==> src/core/gdmp_map.vh <==
// Register map, reset values and field positions of the GPIO drive-mode port block.
// Assumes inclusion by the GPIO core only; definitions only.
`ifndef GDMP_MAP_VH
`define GDMP_MAP_VH

`define GDMP_IDX_PORT_A_DATA        8'h00
`define GDMP_IDX_PORT_B_DATA        8'h01
`define GDMP_IDX_AUX_INPUT_STATE    8'h02
`define GDMP_IDX_PORT_A_SEL_LO      8'h0A
`define GDMP_IDX_PORT_A_SEL_HI      8'h0B
`define GDMP_IDX_PORT_B_SEL_LO      8'h0C
`define GDMP_IDX_PORT_B_SEL_HI      8'h0D

`define GDMP_RST_BYTE               8'h00
`define GDMP_AUX_REG_BIT            0
`define GDMP_AUX_OSC_BIT            1
`define GDMP_AUX_DM_BIT             4
`define GDMP_AUX_DP_BIT             5

`define GDMP_PORT_B_BASE_MASK       8'h03
`define GDMP_PORT_B_FULL_MASK       8'hFF

`endif
==> src/core/gdmp_gpio.v <==
// Two 8-bit GPIO ports with per-pin drive modes and an auxiliary input port.
// Assumes a classic Wishbone master on core_clk_i; pin levels are asynchronous.
`timescale 1ns/10ps
`include "gdmp_map.vh"

module gdmp_gpio #(
  parameter PORT_B_FULL = 1
) (
  // Clock and reset
  input  wire        core_clk_i,
  input  wire        rst_n_i,
  // Wishbone slave
  input  wire        wb_cyc_i,
  input  wire        wb_stb_i,
  input  wire        wb_we_i,
  input  wire [9:0]  wb_adr_i,
  input  wire [3:0]  wb_sel_i,
  input  wire [31:0] wb_dat_i,
  output reg  [31:0] wb_dat_o,
  output reg         wb_ack_o,
  output reg         wb_err_o,
  // Mode inputs
  input  wire        int_clk_mode_i,
  input  wire        ps2_mode_i,
  // Port pins
  input  wire [7:0]  port_a_pins_i,
  input  wire [7:0]  port_b_pins_i,
  output reg  [7:0]  port_a_pins_o,
  output reg  [7:0]  port_b_pins_o,
  output reg  [7:0]  port_a_pins_oe_o,
  output reg  [7:0]  port_b_pins_oe_o,
  // Driver controls, per pin
  output reg  [7:0]  port_a_sink_lo_o,
  output reg  [7:0]  port_a_sink_med_o,
  output reg  [7:0]  port_a_sink_hi_o,
  output reg  [7:0]  port_a_src_o,
  output reg  [7:0]  port_a_pullup_o,
  output reg  [7:0]  port_a_ttl_o,
  output reg  [7:0]  port_b_sink_lo_o,
  output reg  [7:0]  port_b_sink_med_o,
  output reg  [7:0]  port_b_sink_hi_o,
  output reg  [7:0]  port_b_src_o,
  output reg  [7:0]  port_b_pullup_o,
  output reg  [7:0]  port_b_ttl_o,
  // Auxiliary input pins
  input  wire        usb_dp_pin_i,
  input  wire        usb_dm_pin_i,
  input  wire        oscillator_input_pin_i,
  input  wire        regulator_output_pin_i
);

  localparam [7:0] PB_MASK = PORT_B_FULL ? `GDMP_PORT_B_FULL_MASK : `GDMP_PORT_B_BASE_MASK;

  // Mode code: {data, sel_hi, sel_lo}
  localparam [2:0] M_SINK_LO  = 3'h2;
  localparam [2:0] M_SINK_MED = 3'h1;
  localparam [2:0] M_SINK_HI  = 3'h3;
  localparam [2:0] M_PULLUP   = 3'h6;
  localparam [2:0] M_TTL      = 3'h4;

  reg  [7:0] port_a_data_q;
  reg  [7:0] port_b_data_q;
  reg  [7:0] pa_sel_lo_q;
  reg  [7:0] pa_sel_hi_q;
  reg  [7:0] pb_sel_lo_q;
  reg  [7:0] pb_sel_hi_q;
  reg  [7:0] pa_s1_q;
  reg  [7:0] pa_s2_q;
  reg  [7:0] pb_s1_q;
  reg  [7:0] pb_s2_q;
  reg  [3:0] aux_s1_q;
  reg  [3:0] aux_s2_q;
  reg  [7:0] rd_d;
  reg        hit_d;
  reg  [7:0] aux_d;
  wire [7:0] idx;
  wire       req;
  wire       wr;

  assign idx = wb_adr_i[9:2];
  assign req = wb_cyc_i & wb_stb_i & ~wb_ack_o & ~wb_err_o;
  assign wr  = req & wb_we_i & wb_sel_i[0];

  // Per-pin driver decode; returns {sink_lo, sink_med, sink_hi, src, pullup, ttl}
  function [5:0] drive_dec;
    input d;
    input hi;
    input lo;
    reg [2:0] m;
    begin
      m = {d, hi, lo};
      drive_dec = 6'h00;
      if (m == M_SINK_LO)
        drive_dec[5] = 1'b1;
      else if (m == M_SINK_MED)
        drive_dec[4] = 1'b1;
      else if (m == M_SINK_HI)
        drive_dec[3] = 1'b1;
      else if (d & lo)
        drive_dec[2] = 1'b1;
      else if (m == M_PULLUP)
        drive_dec[1] = 1'b1;
      drive_dec[0] = (m == M_TTL);
    end
  endfunction

  // Pin synchronisers
  always @(posedge core_clk_i or negedge rst_n_i)
  begin
    if (!rst_n_i)
    begin
      pa_s1_q  <= `GDMP_RST_BYTE;
      pa_s2_q  <= `GDMP_RST_BYTE;
      pb_s1_q  <= `GDMP_RST_BYTE;
      pb_s2_q  <= `GDMP_RST_BYTE;
      aux_s1_q <= 4'h0;
      aux_s2_q <= 4'h0;
    end
    else
    begin
      pa_s1_q  <= port_a_pins_i;
      pa_s2_q  <= pa_s1_q;
      pb_s1_q  <= port_b_pins_i;
      pb_s2_q  <= pb_s1_q;
      aux_s1_q <= {usb_dp_pin_i, usb_dm_pin_i, oscillator_input_pin_i, regulator_output_pin_i};
      aux_s2_q <= aux_s1_q;
    end
  end

  // Register writes
  always @(posedge core_clk_i or negedge rst_n_i)
  begin
    if (!rst_n_i)
    begin
      port_a_data_q <= `GDMP_RST_BYTE;
      port_b_data_q <= `GDMP_RST_BYTE;
      pa_sel_lo_q   <= `GDMP_RST_BYTE;
      pa_sel_hi_q   <= `GDMP_RST_BYTE;
      pb_sel_lo_q   <= `GDMP_RST_BYTE;
      pb_sel_hi_q   <= `GDMP_RST_BYTE;
    end
    else if (wr)
    begin
      if (idx == `GDMP_IDX_PORT_A_DATA)
        port_a_data_q <= wb_dat_i[7:0];
      else if (idx == `GDMP_IDX_PORT_B_DATA)
        port_b_data_q <= wb_dat_i[7:0] & PB_MASK;
      else if (idx == `GDMP_IDX_PORT_A_SEL_LO)
        pa_sel_lo_q <= wb_dat_i[7:0];
      else if (idx == `GDMP_IDX_PORT_A_SEL_HI)
        pa_sel_hi_q <= wb_dat_i[7:0];
      else if (idx == `GDMP_IDX_PORT_B_SEL_LO)
        pb_sel_lo_q <= wb_dat_i[7:0] & PB_MASK;
      else if (idx == `GDMP_IDX_PORT_B_SEL_HI)
        pb_sel_hi_q <= wb_dat_i[7:0] & PB_MASK;
    end
  end

  // Read decode
  always @*
  begin
    aux_d = 8'h00;
    aux_d[`GDMP_AUX_DP_BIT]  = aux_s2_q[3];
    aux_d[`GDMP_AUX_DM_BIT]  = aux_s2_q[2];
    aux_d[`GDMP_AUX_OSC_BIT] = aux_s2_q[1] & int_clk_mode_i;
    aux_d[`GDMP_AUX_REG_BIT] = aux_s2_q[0] & ps2_mode_i;
    rd_d  = 8'h00;
    hit_d = 1'b1;
    if (idx == `GDMP_IDX_PORT_A_DATA)
      rd_d = pa_s2_q;
    else if (idx == `GDMP_IDX_PORT_B_DATA)
      rd_d = pb_s2_q & PB_MASK;
    else if (idx == `GDMP_IDX_AUX_INPUT_STATE)
      rd_d = aux_d;
    else if ((idx >= `GDMP_IDX_PORT_A_SEL_LO) && (idx <= `GDMP_IDX_PORT_B_SEL_HI))
      rd_d = 8'h00;
    else
      hit_d = 1'b0;
  end

  // Bus answer and pin drivers
  always @(posedge core_clk_i or negedge rst_n_i)
  begin : drv
    integer i;
    reg [5:0] a;
    reg [5:0] b;
    if (!rst_n_i)
    begin
      wb_dat_o          <= 32'h00000000;
      wb_ack_o          <= 1'b0;
      wb_err_o          <= 1'b0;
      port_a_pins_o     <= `GDMP_RST_BYTE;
      port_b_pins_o     <= `GDMP_RST_BYTE;
      port_a_pins_oe_o  <= `GDMP_RST_BYTE;
      port_b_pins_oe_o  <= `GDMP_RST_BYTE;
      port_a_sink_lo_o  <= `GDMP_RST_BYTE;
      port_a_sink_med_o <= `GDMP_RST_BYTE;
      port_a_sink_hi_o  <= `GDMP_RST_BYTE;
      port_a_src_o      <= `GDMP_RST_BYTE;
      port_a_pullup_o   <= `GDMP_RST_BYTE;
      port_a_ttl_o      <= `GDMP_RST_BYTE;
      port_b_sink_lo_o  <= `GDMP_RST_BYTE;
      port_b_sink_med_o <= `GDMP_RST_BYTE;
      port_b_sink_hi_o  <= `GDMP_RST_BYTE;
      port_b_src_o      <= `GDMP_RST_BYTE;
      port_b_pullup_o   <= `GDMP_RST_BYTE;
      port_b_ttl_o      <= `GDMP_RST_BYTE;
    end
    else
    begin
      wb_ack_o <= req & hit_d;
      wb_err_o <= req & ~hit_d;
      wb_dat_o <= (req & hit_d & ~wb_we_i) ? {24'h000000, rd_d} : 32'h00000000;
      for (i = 0; i < 8; i = i + 1)
      begin
        a = drive_dec(port_a_data_q[i], pa_sel_hi_q[i], pa_sel_lo_q[i]);
        b = drive_dec(port_b_data_q[i], pb_sel_hi_q[i], pb_sel_lo_q[i]);
        port_a_sink_lo_o[i]  <= a[5];
        port_a_sink_med_o[i] <= a[4];
        port_a_sink_hi_o[i]  <= a[3];
        port_a_src_o[i]      <= a[2];
        port_a_pullup_o[i]   <= a[1];
        port_a_ttl_o[i]      <= a[0];
        port_a_pins_o[i]     <= a[2];
        port_a_pins_oe_o[i]  <= a[5] | a[4] | a[3] | a[2];
        port_b_sink_lo_o[i]  <= b[5];
        port_b_sink_med_o[i] <= b[4];
        port_b_sink_hi_o[i]  <= b[3];
        port_b_src_o[i]      <= b[2];
        port_b_pullup_o[i]   <= b[1];
        port_b_ttl_o[i]      <= b[0];
        port_b_pins_o[i]     <= b[2];
        port_b_pins_oe_o[i]  <= b[5] | b[4] | b[3] | b[2];
      end
    end
  end

endmodule

==> config.mk <==
export PLATFORM = sky130hd
export DESIGN_NAME = gdmp_gpio
export DESIGN_NICKNAME = d
export VERILOG_FILES = /design/src/core/gdmp_gpio.v
export VERILOG_INCLUDE_DIRS = /design/src /design/src/core
export SDC_FILE = /design/constraint.sdc
export NUM_CORES = 1
export LEC_CHECK = 0
export ABC_AREA = 1
export BUFFER_PORTS_ARGS = -buffer_cell sky130_fd_sc_hd__buf_4
export CORE_MARGIN = 10
export CORE_UTILIZATION = 26
export DETAILED_ROUTE_END_ITERATION = 12
export GPL_TIMING_DRIVEN = 0
export HOLD_SLACK_MARGIN = 0.03
export PLACE_DENSITY = 0.55
export SYNTH_ARGS = -nofsm -noshare
export SYNTH_HDL_FRONTEND = slang
export SYNTH_SLANG_ARGS = --single-unit
==> constraint.sdc <==
create_clock -name core_clk_i -period 4 [get_ports core_clk_i]
set_clock_uncertainty 0.15 [all_clocks]
set_input_delay 0.4 -clock core_clk_i [delete_from_list [all_inputs] [get_ports core_clk_i]]
set_output_delay 0.4 -clock core_clk_i [all_outputs]
set_load 0.02 [all_outputs]
---- Yosys cells after proc, flatten, opt, wreduce, memory -nomap -nowiden ----
Cells that the tools add are included.
cells by class
  reductions and logical operators ........ 8
  mux-type cells .......................... 152
  equality and inequality tests ........... 86
  $lt $le $gt $ge ......................... 2
  bitwise gates (word level) .............. 83
operators with widths
  kind                number
  $mux 1              100
  $eq 3x2->1 const B  32
  $eq 3x3->1 const B  32
  $mux 4              16
  $eq 3x1->1 const B  16
  $mux 3              16
  $or 1x1->1          48
  $eq 8x4->1 const B  4
  $mux 2              16
  $and 1x1->1         26
  $mux 8              3
  $not 1->1           9
  $eq 8x1->1 const B  1
  $eq 8x2->1 const B  1
  $ge 8x4->1 const B  1
  $le 8x4->1 const B  1
  $logic_not 8->1     1
  $reduce_and 7->1    1
  $mux 6              1
  $reduce_and 6->1    1
  $reduce_and 5->1    1
  $reduce_and 4->1    1
  $reduce_and 3->1    1
  $reduce_and 2->1    1
  $logic_and 1x1->1   1
word-level totals
  output and inout port bits .............. 162
  bits in registers ....................... 210
  input port bits ......................... 73
  logic and storage cells ................. 360

---- Longest topological paths before layout ----
  depth after elaboration ................. 9
  gate-level depth with buffers ........... 9
  gate-level depth less buffers ........... 8

---- Worst setup path after synthesis ----
OpenSTA, ideal clock, no wires.
  path type ............................... register to register
  from .................................... register wb_ack_o
  to ...................................... register pa_sel_hi_q[0]
  period minus slack after synthesis ...... 1,619 ps
  cell stages (with the launch flop) ...... 9
  setup time .............................. 65 ps
  data arrival time ....................... 1,404 ps
  slack ................................... 2,381 ps
  path buffers ............................ 1
  data required time ...................... 3,785 ps
  path through ............................ dfrtp_1 > nor2_1 > nand2_2 > nor2_4 > nand2_1 > nor2_2 > buf_6 > nand3_1 > nand2_1
on the way
  word-level cells in the longest chain between the ends .. 6
RTL lines
  what                        RTL line         RTL
  start: declaration          gdmp_gpio.v:20   output reg wb_ack_o,
  start signal: assignment    gdmp_gpio.v:211  wb_ack_o <= req & hit_d;
  $not 1->1                   gdmp_gpio.v:81   assign req = wb_cyc_i & wb_stb_i & ~wb_ack_o & ~wb_err_o;
  $and 1x1->1 (2 in series)   gdmp_gpio.v:81
  $and 1x1->1 (2 in series)   gdmp_gpio.v:82   assign wr = req & wb_we_i & wb_sel_i[0];
  $reduce_and 5->1 (no line)  -
  end signal: assignment      gdmp_gpio.v:138  pa_sel_hi_q <= `GDMP_RST_BYTE;
  end signal: assignment      gdmp_gpio.v:151  pa_sel_hi_q <= wb_dat_i[7:0];
  end: declaration            gdmp_gpio.v:64   reg [7:0] pa_sel_hi_q;
No other way between the ends.
A chain may end at the register's enable or synchronous reset.

---- Final worst setup path ----
  from .................................... register wb_ack_o
  to ...................................... register pb_sel_lo_q[6]
on the way
  word-level cells in the longest chain between the ends .. 6
RTL lines
  what                        RTL line         RTL
  $not 1->1                   gdmp_gpio.v:81
  $and 1x1->1 (2 in series)   gdmp_gpio.v:81
  $and 1x1->1 (2 in series)   gdmp_gpio.v:82
  $reduce_and 6->1 (no line)  -
  end signal: assignment      gdmp_gpio.v:139  pb_sel_lo_q <= `GDMP_RST_BYTE;
  end signal: assignment      gdmp_gpio.v:153  pb_sel_lo_q <= wb_dat_i[7:0] & PB_MASK;
  end: declaration            gdmp_gpio.v:65   reg [7:0] pb_sel_lo_q;
No other way between the ends.

==> qor.yml <==
yosys:
  synthCells: 679
  yosys.cell_types.count: 23
  ys_seq_area_share_pct: 69.9
  syn_area_per_cell_um2: 11.1
  synth_area_mm2: 0.00751
  synth-seq-cells: 210
  ys_warn_count: 0
critical_path:
  reg2regPathDepth: 7
  worst_setup_path_start_kind: "flip-flop"
  timing.rr.end: "pb_sel_lo_q[6]"
  rrSetupSlack_ns: 2.04
  cp_slowest_stage_delay_ns: 0.40
  crit_chain: "nor2_1, nand2_2, nor2_4, nand3b_1, buf_2, nand2_1, o21ai_0"
  required_ns: 4.24
  cp-end-kind: "flip-flop"
  cp_max_fo: 10
  cp.arrival_ns: 2.20
  r2r_start: "wb_ack_o"
  path_class: "flip-flop to flip-flop"
  crit_slowest_cell: "dfrtp_1"
sta:
  max-slew-margin-rel_pct: 44.1
  setup_viol: 0
  fin_crit_ns: 1.96
  setup_slack_ns: 2.04
  timing.final.crit_share_pct: 49.0
  tightest_slew_ns: 0.838
  report.final.slew_viol_count: 0
  fmax_mhz: 510
  setup_tns_ns: 0
  rsz0062_at_grt: "false"
  hold_viol: 0
placement:
  dpl_worst_slack_ns: 1.88
  placed_cell_area_mm2: 0.00948
  dp_hpwl_mm: 14.2
  gp_congestion: 0.727
  io_buffers: 181
power:
  clkPwrFrac_pct: 50.2
  powerDensity_mw_per_mm2: 447
  peakVddDrop_v: 0.000262
  netSwitchingPower_mw: 1.01
  p_sw_share_pct: 21.2
  p_comb_share_pct: 4.3
  intPower_mw: 3.75
  p_leak_nw: 5.74
  sequentialPowerShare_pct: 45.5
cells_and_area:
  layout.area.seq_mm2: 0.00526
  fin_area_mm2: 0.0107
  diodes: 0
  syn_to_final_growth_pct: 41.7
  nets: 1013
  multi_input_area_mm2: 0.00172
  nFillCells: 2821
  drive_gt1_share_pct: 30.6
global_routing:
  grt_pass1_vias: 5508
  grt-ovfl-total: 0
  grt_max_degree: 116
  antenna_found_initial: 1
  grt.total_usage_pct: 10.6
  grt_pass1_wl_mm: 30.5
floorplan:
  io_pins: 235
  core_mm2: 0.0286
  fp.dieH_um: 190
  num_rows: 62
  dieArea_mm2: 0.0361
  die_width_um: 190
  start_util_pct: 26.3
clocking:
  cts_buffer_depth: 3
  post_cts_resized: 0
  clk_latency_ns: 0.51
  cts_htree_levels: 1
  tritoncts: "yes"
  cts_buffers: 25
  post_cts_buffers: 0
  cts_sinks: 210
  cts_root_buf: "clkbuf_16"
  clk_pin_slew_ns: 0.06
drt:
  drt_pass1_iterations: 4
  wirelength_mm: 19.4
  drt_iter0_drc: 232
  avgRoutedWirePerCell_um: 14.5
  drcViolationCount: 0
  via_per_inst: 3.92
  antenna_left: 0
  vias: 5253
min_path:
  min_to: "wb_dat_o[6]"
  whs_path_depth: 4
  holdCritStartpoint: "wb_we_i"
  hold_class: "primary input to flip-flop"
run:
  maxCapViolations: 0
outcome:
  status: "complete, no violations"
-- stage by stage --
step	cells	power, mW	util (%)	hold WS (ns)
2_1_floorplan	702	2.28	-	-0.0456
3_3_place_gp	1267	2.38	33.0	0.182
3_5_place_dp	1268	2.39	33.1	0.185
4_1_cts	1340	4.84	37.2	0.0888
5_1_grt	1340	4.96	37.2	0.110
6_report	1340	4.76	37.2	0.102
-- worst max-delay path: cells and delay by family (launching register included) --
| kind | cells | cell delay [ns] |
|---|---|---|
| AOI/OAI and AO/OA | 1 | 0.08 |
| buffers and inverters | 1 | 0.35 |
| DFF | 1 | 0.40 |
| and+or+nand+nor | 5 | 0.85 |
-- cells by family after synthesis --
group	Yosys count	share of synthesized area (%)
flip-flops	210	69.9
AND/OR/NAND/NOR	322	19.8
AO/OA/AOI/OAI	28	1.86
buffers and inverters	118	8.39
other	1	0.0499
-- per-layer routing --
| layer | routed length (µm) | vias to the layer above | part of all wire, % | track usage, % |
|---|---|---|---|---|
| met2 | 8830 | 175 | 46 | 16.7 |
| met1 | 8320 | 2479 | 43 | 13.2 |
| met5 | 13 | - | 0.067 | 0 |
| met3 | 1960 | 23 | 10 | 4.39 |
| met4 | 250 | 2 | 1.3 | 2.23 |
| li1 | - | 2574 | - | - |
-- synth_stat cells, drive strengths merged --
cell type	n	area, µm²
nand3	26	173
inv	72	273
dfrtp	210	5260
buf	46	358
nor3	39	195
nand4	11	68.8
a21oi	2	10.0
nor2	78	379
nand2	167	662
conb	1	3.75
nand3b	1	7.51
o21ai	26	130
-- layout make-up --
cell class	count	share of cell area [%]
clock buffers	33	6.72
clock inverters	10	1.59
inverters	72	2.56
well taps	384	4.51
flip-flops and latches	210	49.3
repair buffers	211	15.8
plain buffers	46	3.36
multi-input cells	374	16.1
-- power groups by stage --
stage | Combinational, mW | Clock, mW | Sequential (mW)
floorplan | 0.0673 | 0 | 2.21
detailed placement | 0.183 | 0 | 2.20
finish | 0.203 | 2.39 | 2.17
CTS | 0.207 | 2.47 | 2.17
global route | 0.228 | 2.57 | 2.17
global placement | 0.177 | 0 | 2.20
-- cell usage in the layout (no fill, tap or decap), types with 24 or more instances in the layout --
cell,netlist,final
nor3_1,39,39
inv_1,71,71
o21ai_0,25,25
dlygate4sd3_1,0,29
clkbuf_16,0,25
dfrtp_1,210,210
nor2_1,65,65
buf_4,41,221
nand2_1,161,161
conb_1,1,24
-- repair_timing --
item / 4_1_cts / 5_1_grt
endpoints found under the setup margin: 0 / 0
hold endpoints to repair: 154 / 0
hold buffers: 29 / 0
-- worst max-delay path by stage --
stage	from	endpoint	cells past startpoint
2_1_floorplan	wb_ack_o	pa_sel_hi_q[0]	8
3_3_place_gp	rst_n_i	pa_s1_q[3]	1
3_5_place_dp	wb_adr_i[7]	pb_sel_lo_q[6]	7
4_1_cts	wb_ack_o	pb_sel_lo_q[6]	7
5_1_grt	wb_ack_o	pb_sel_lo_q[6]	7
6_report	wb_ack_o	pb_sel_lo_q[6]	7
Power figures use the tool's default switching activity.
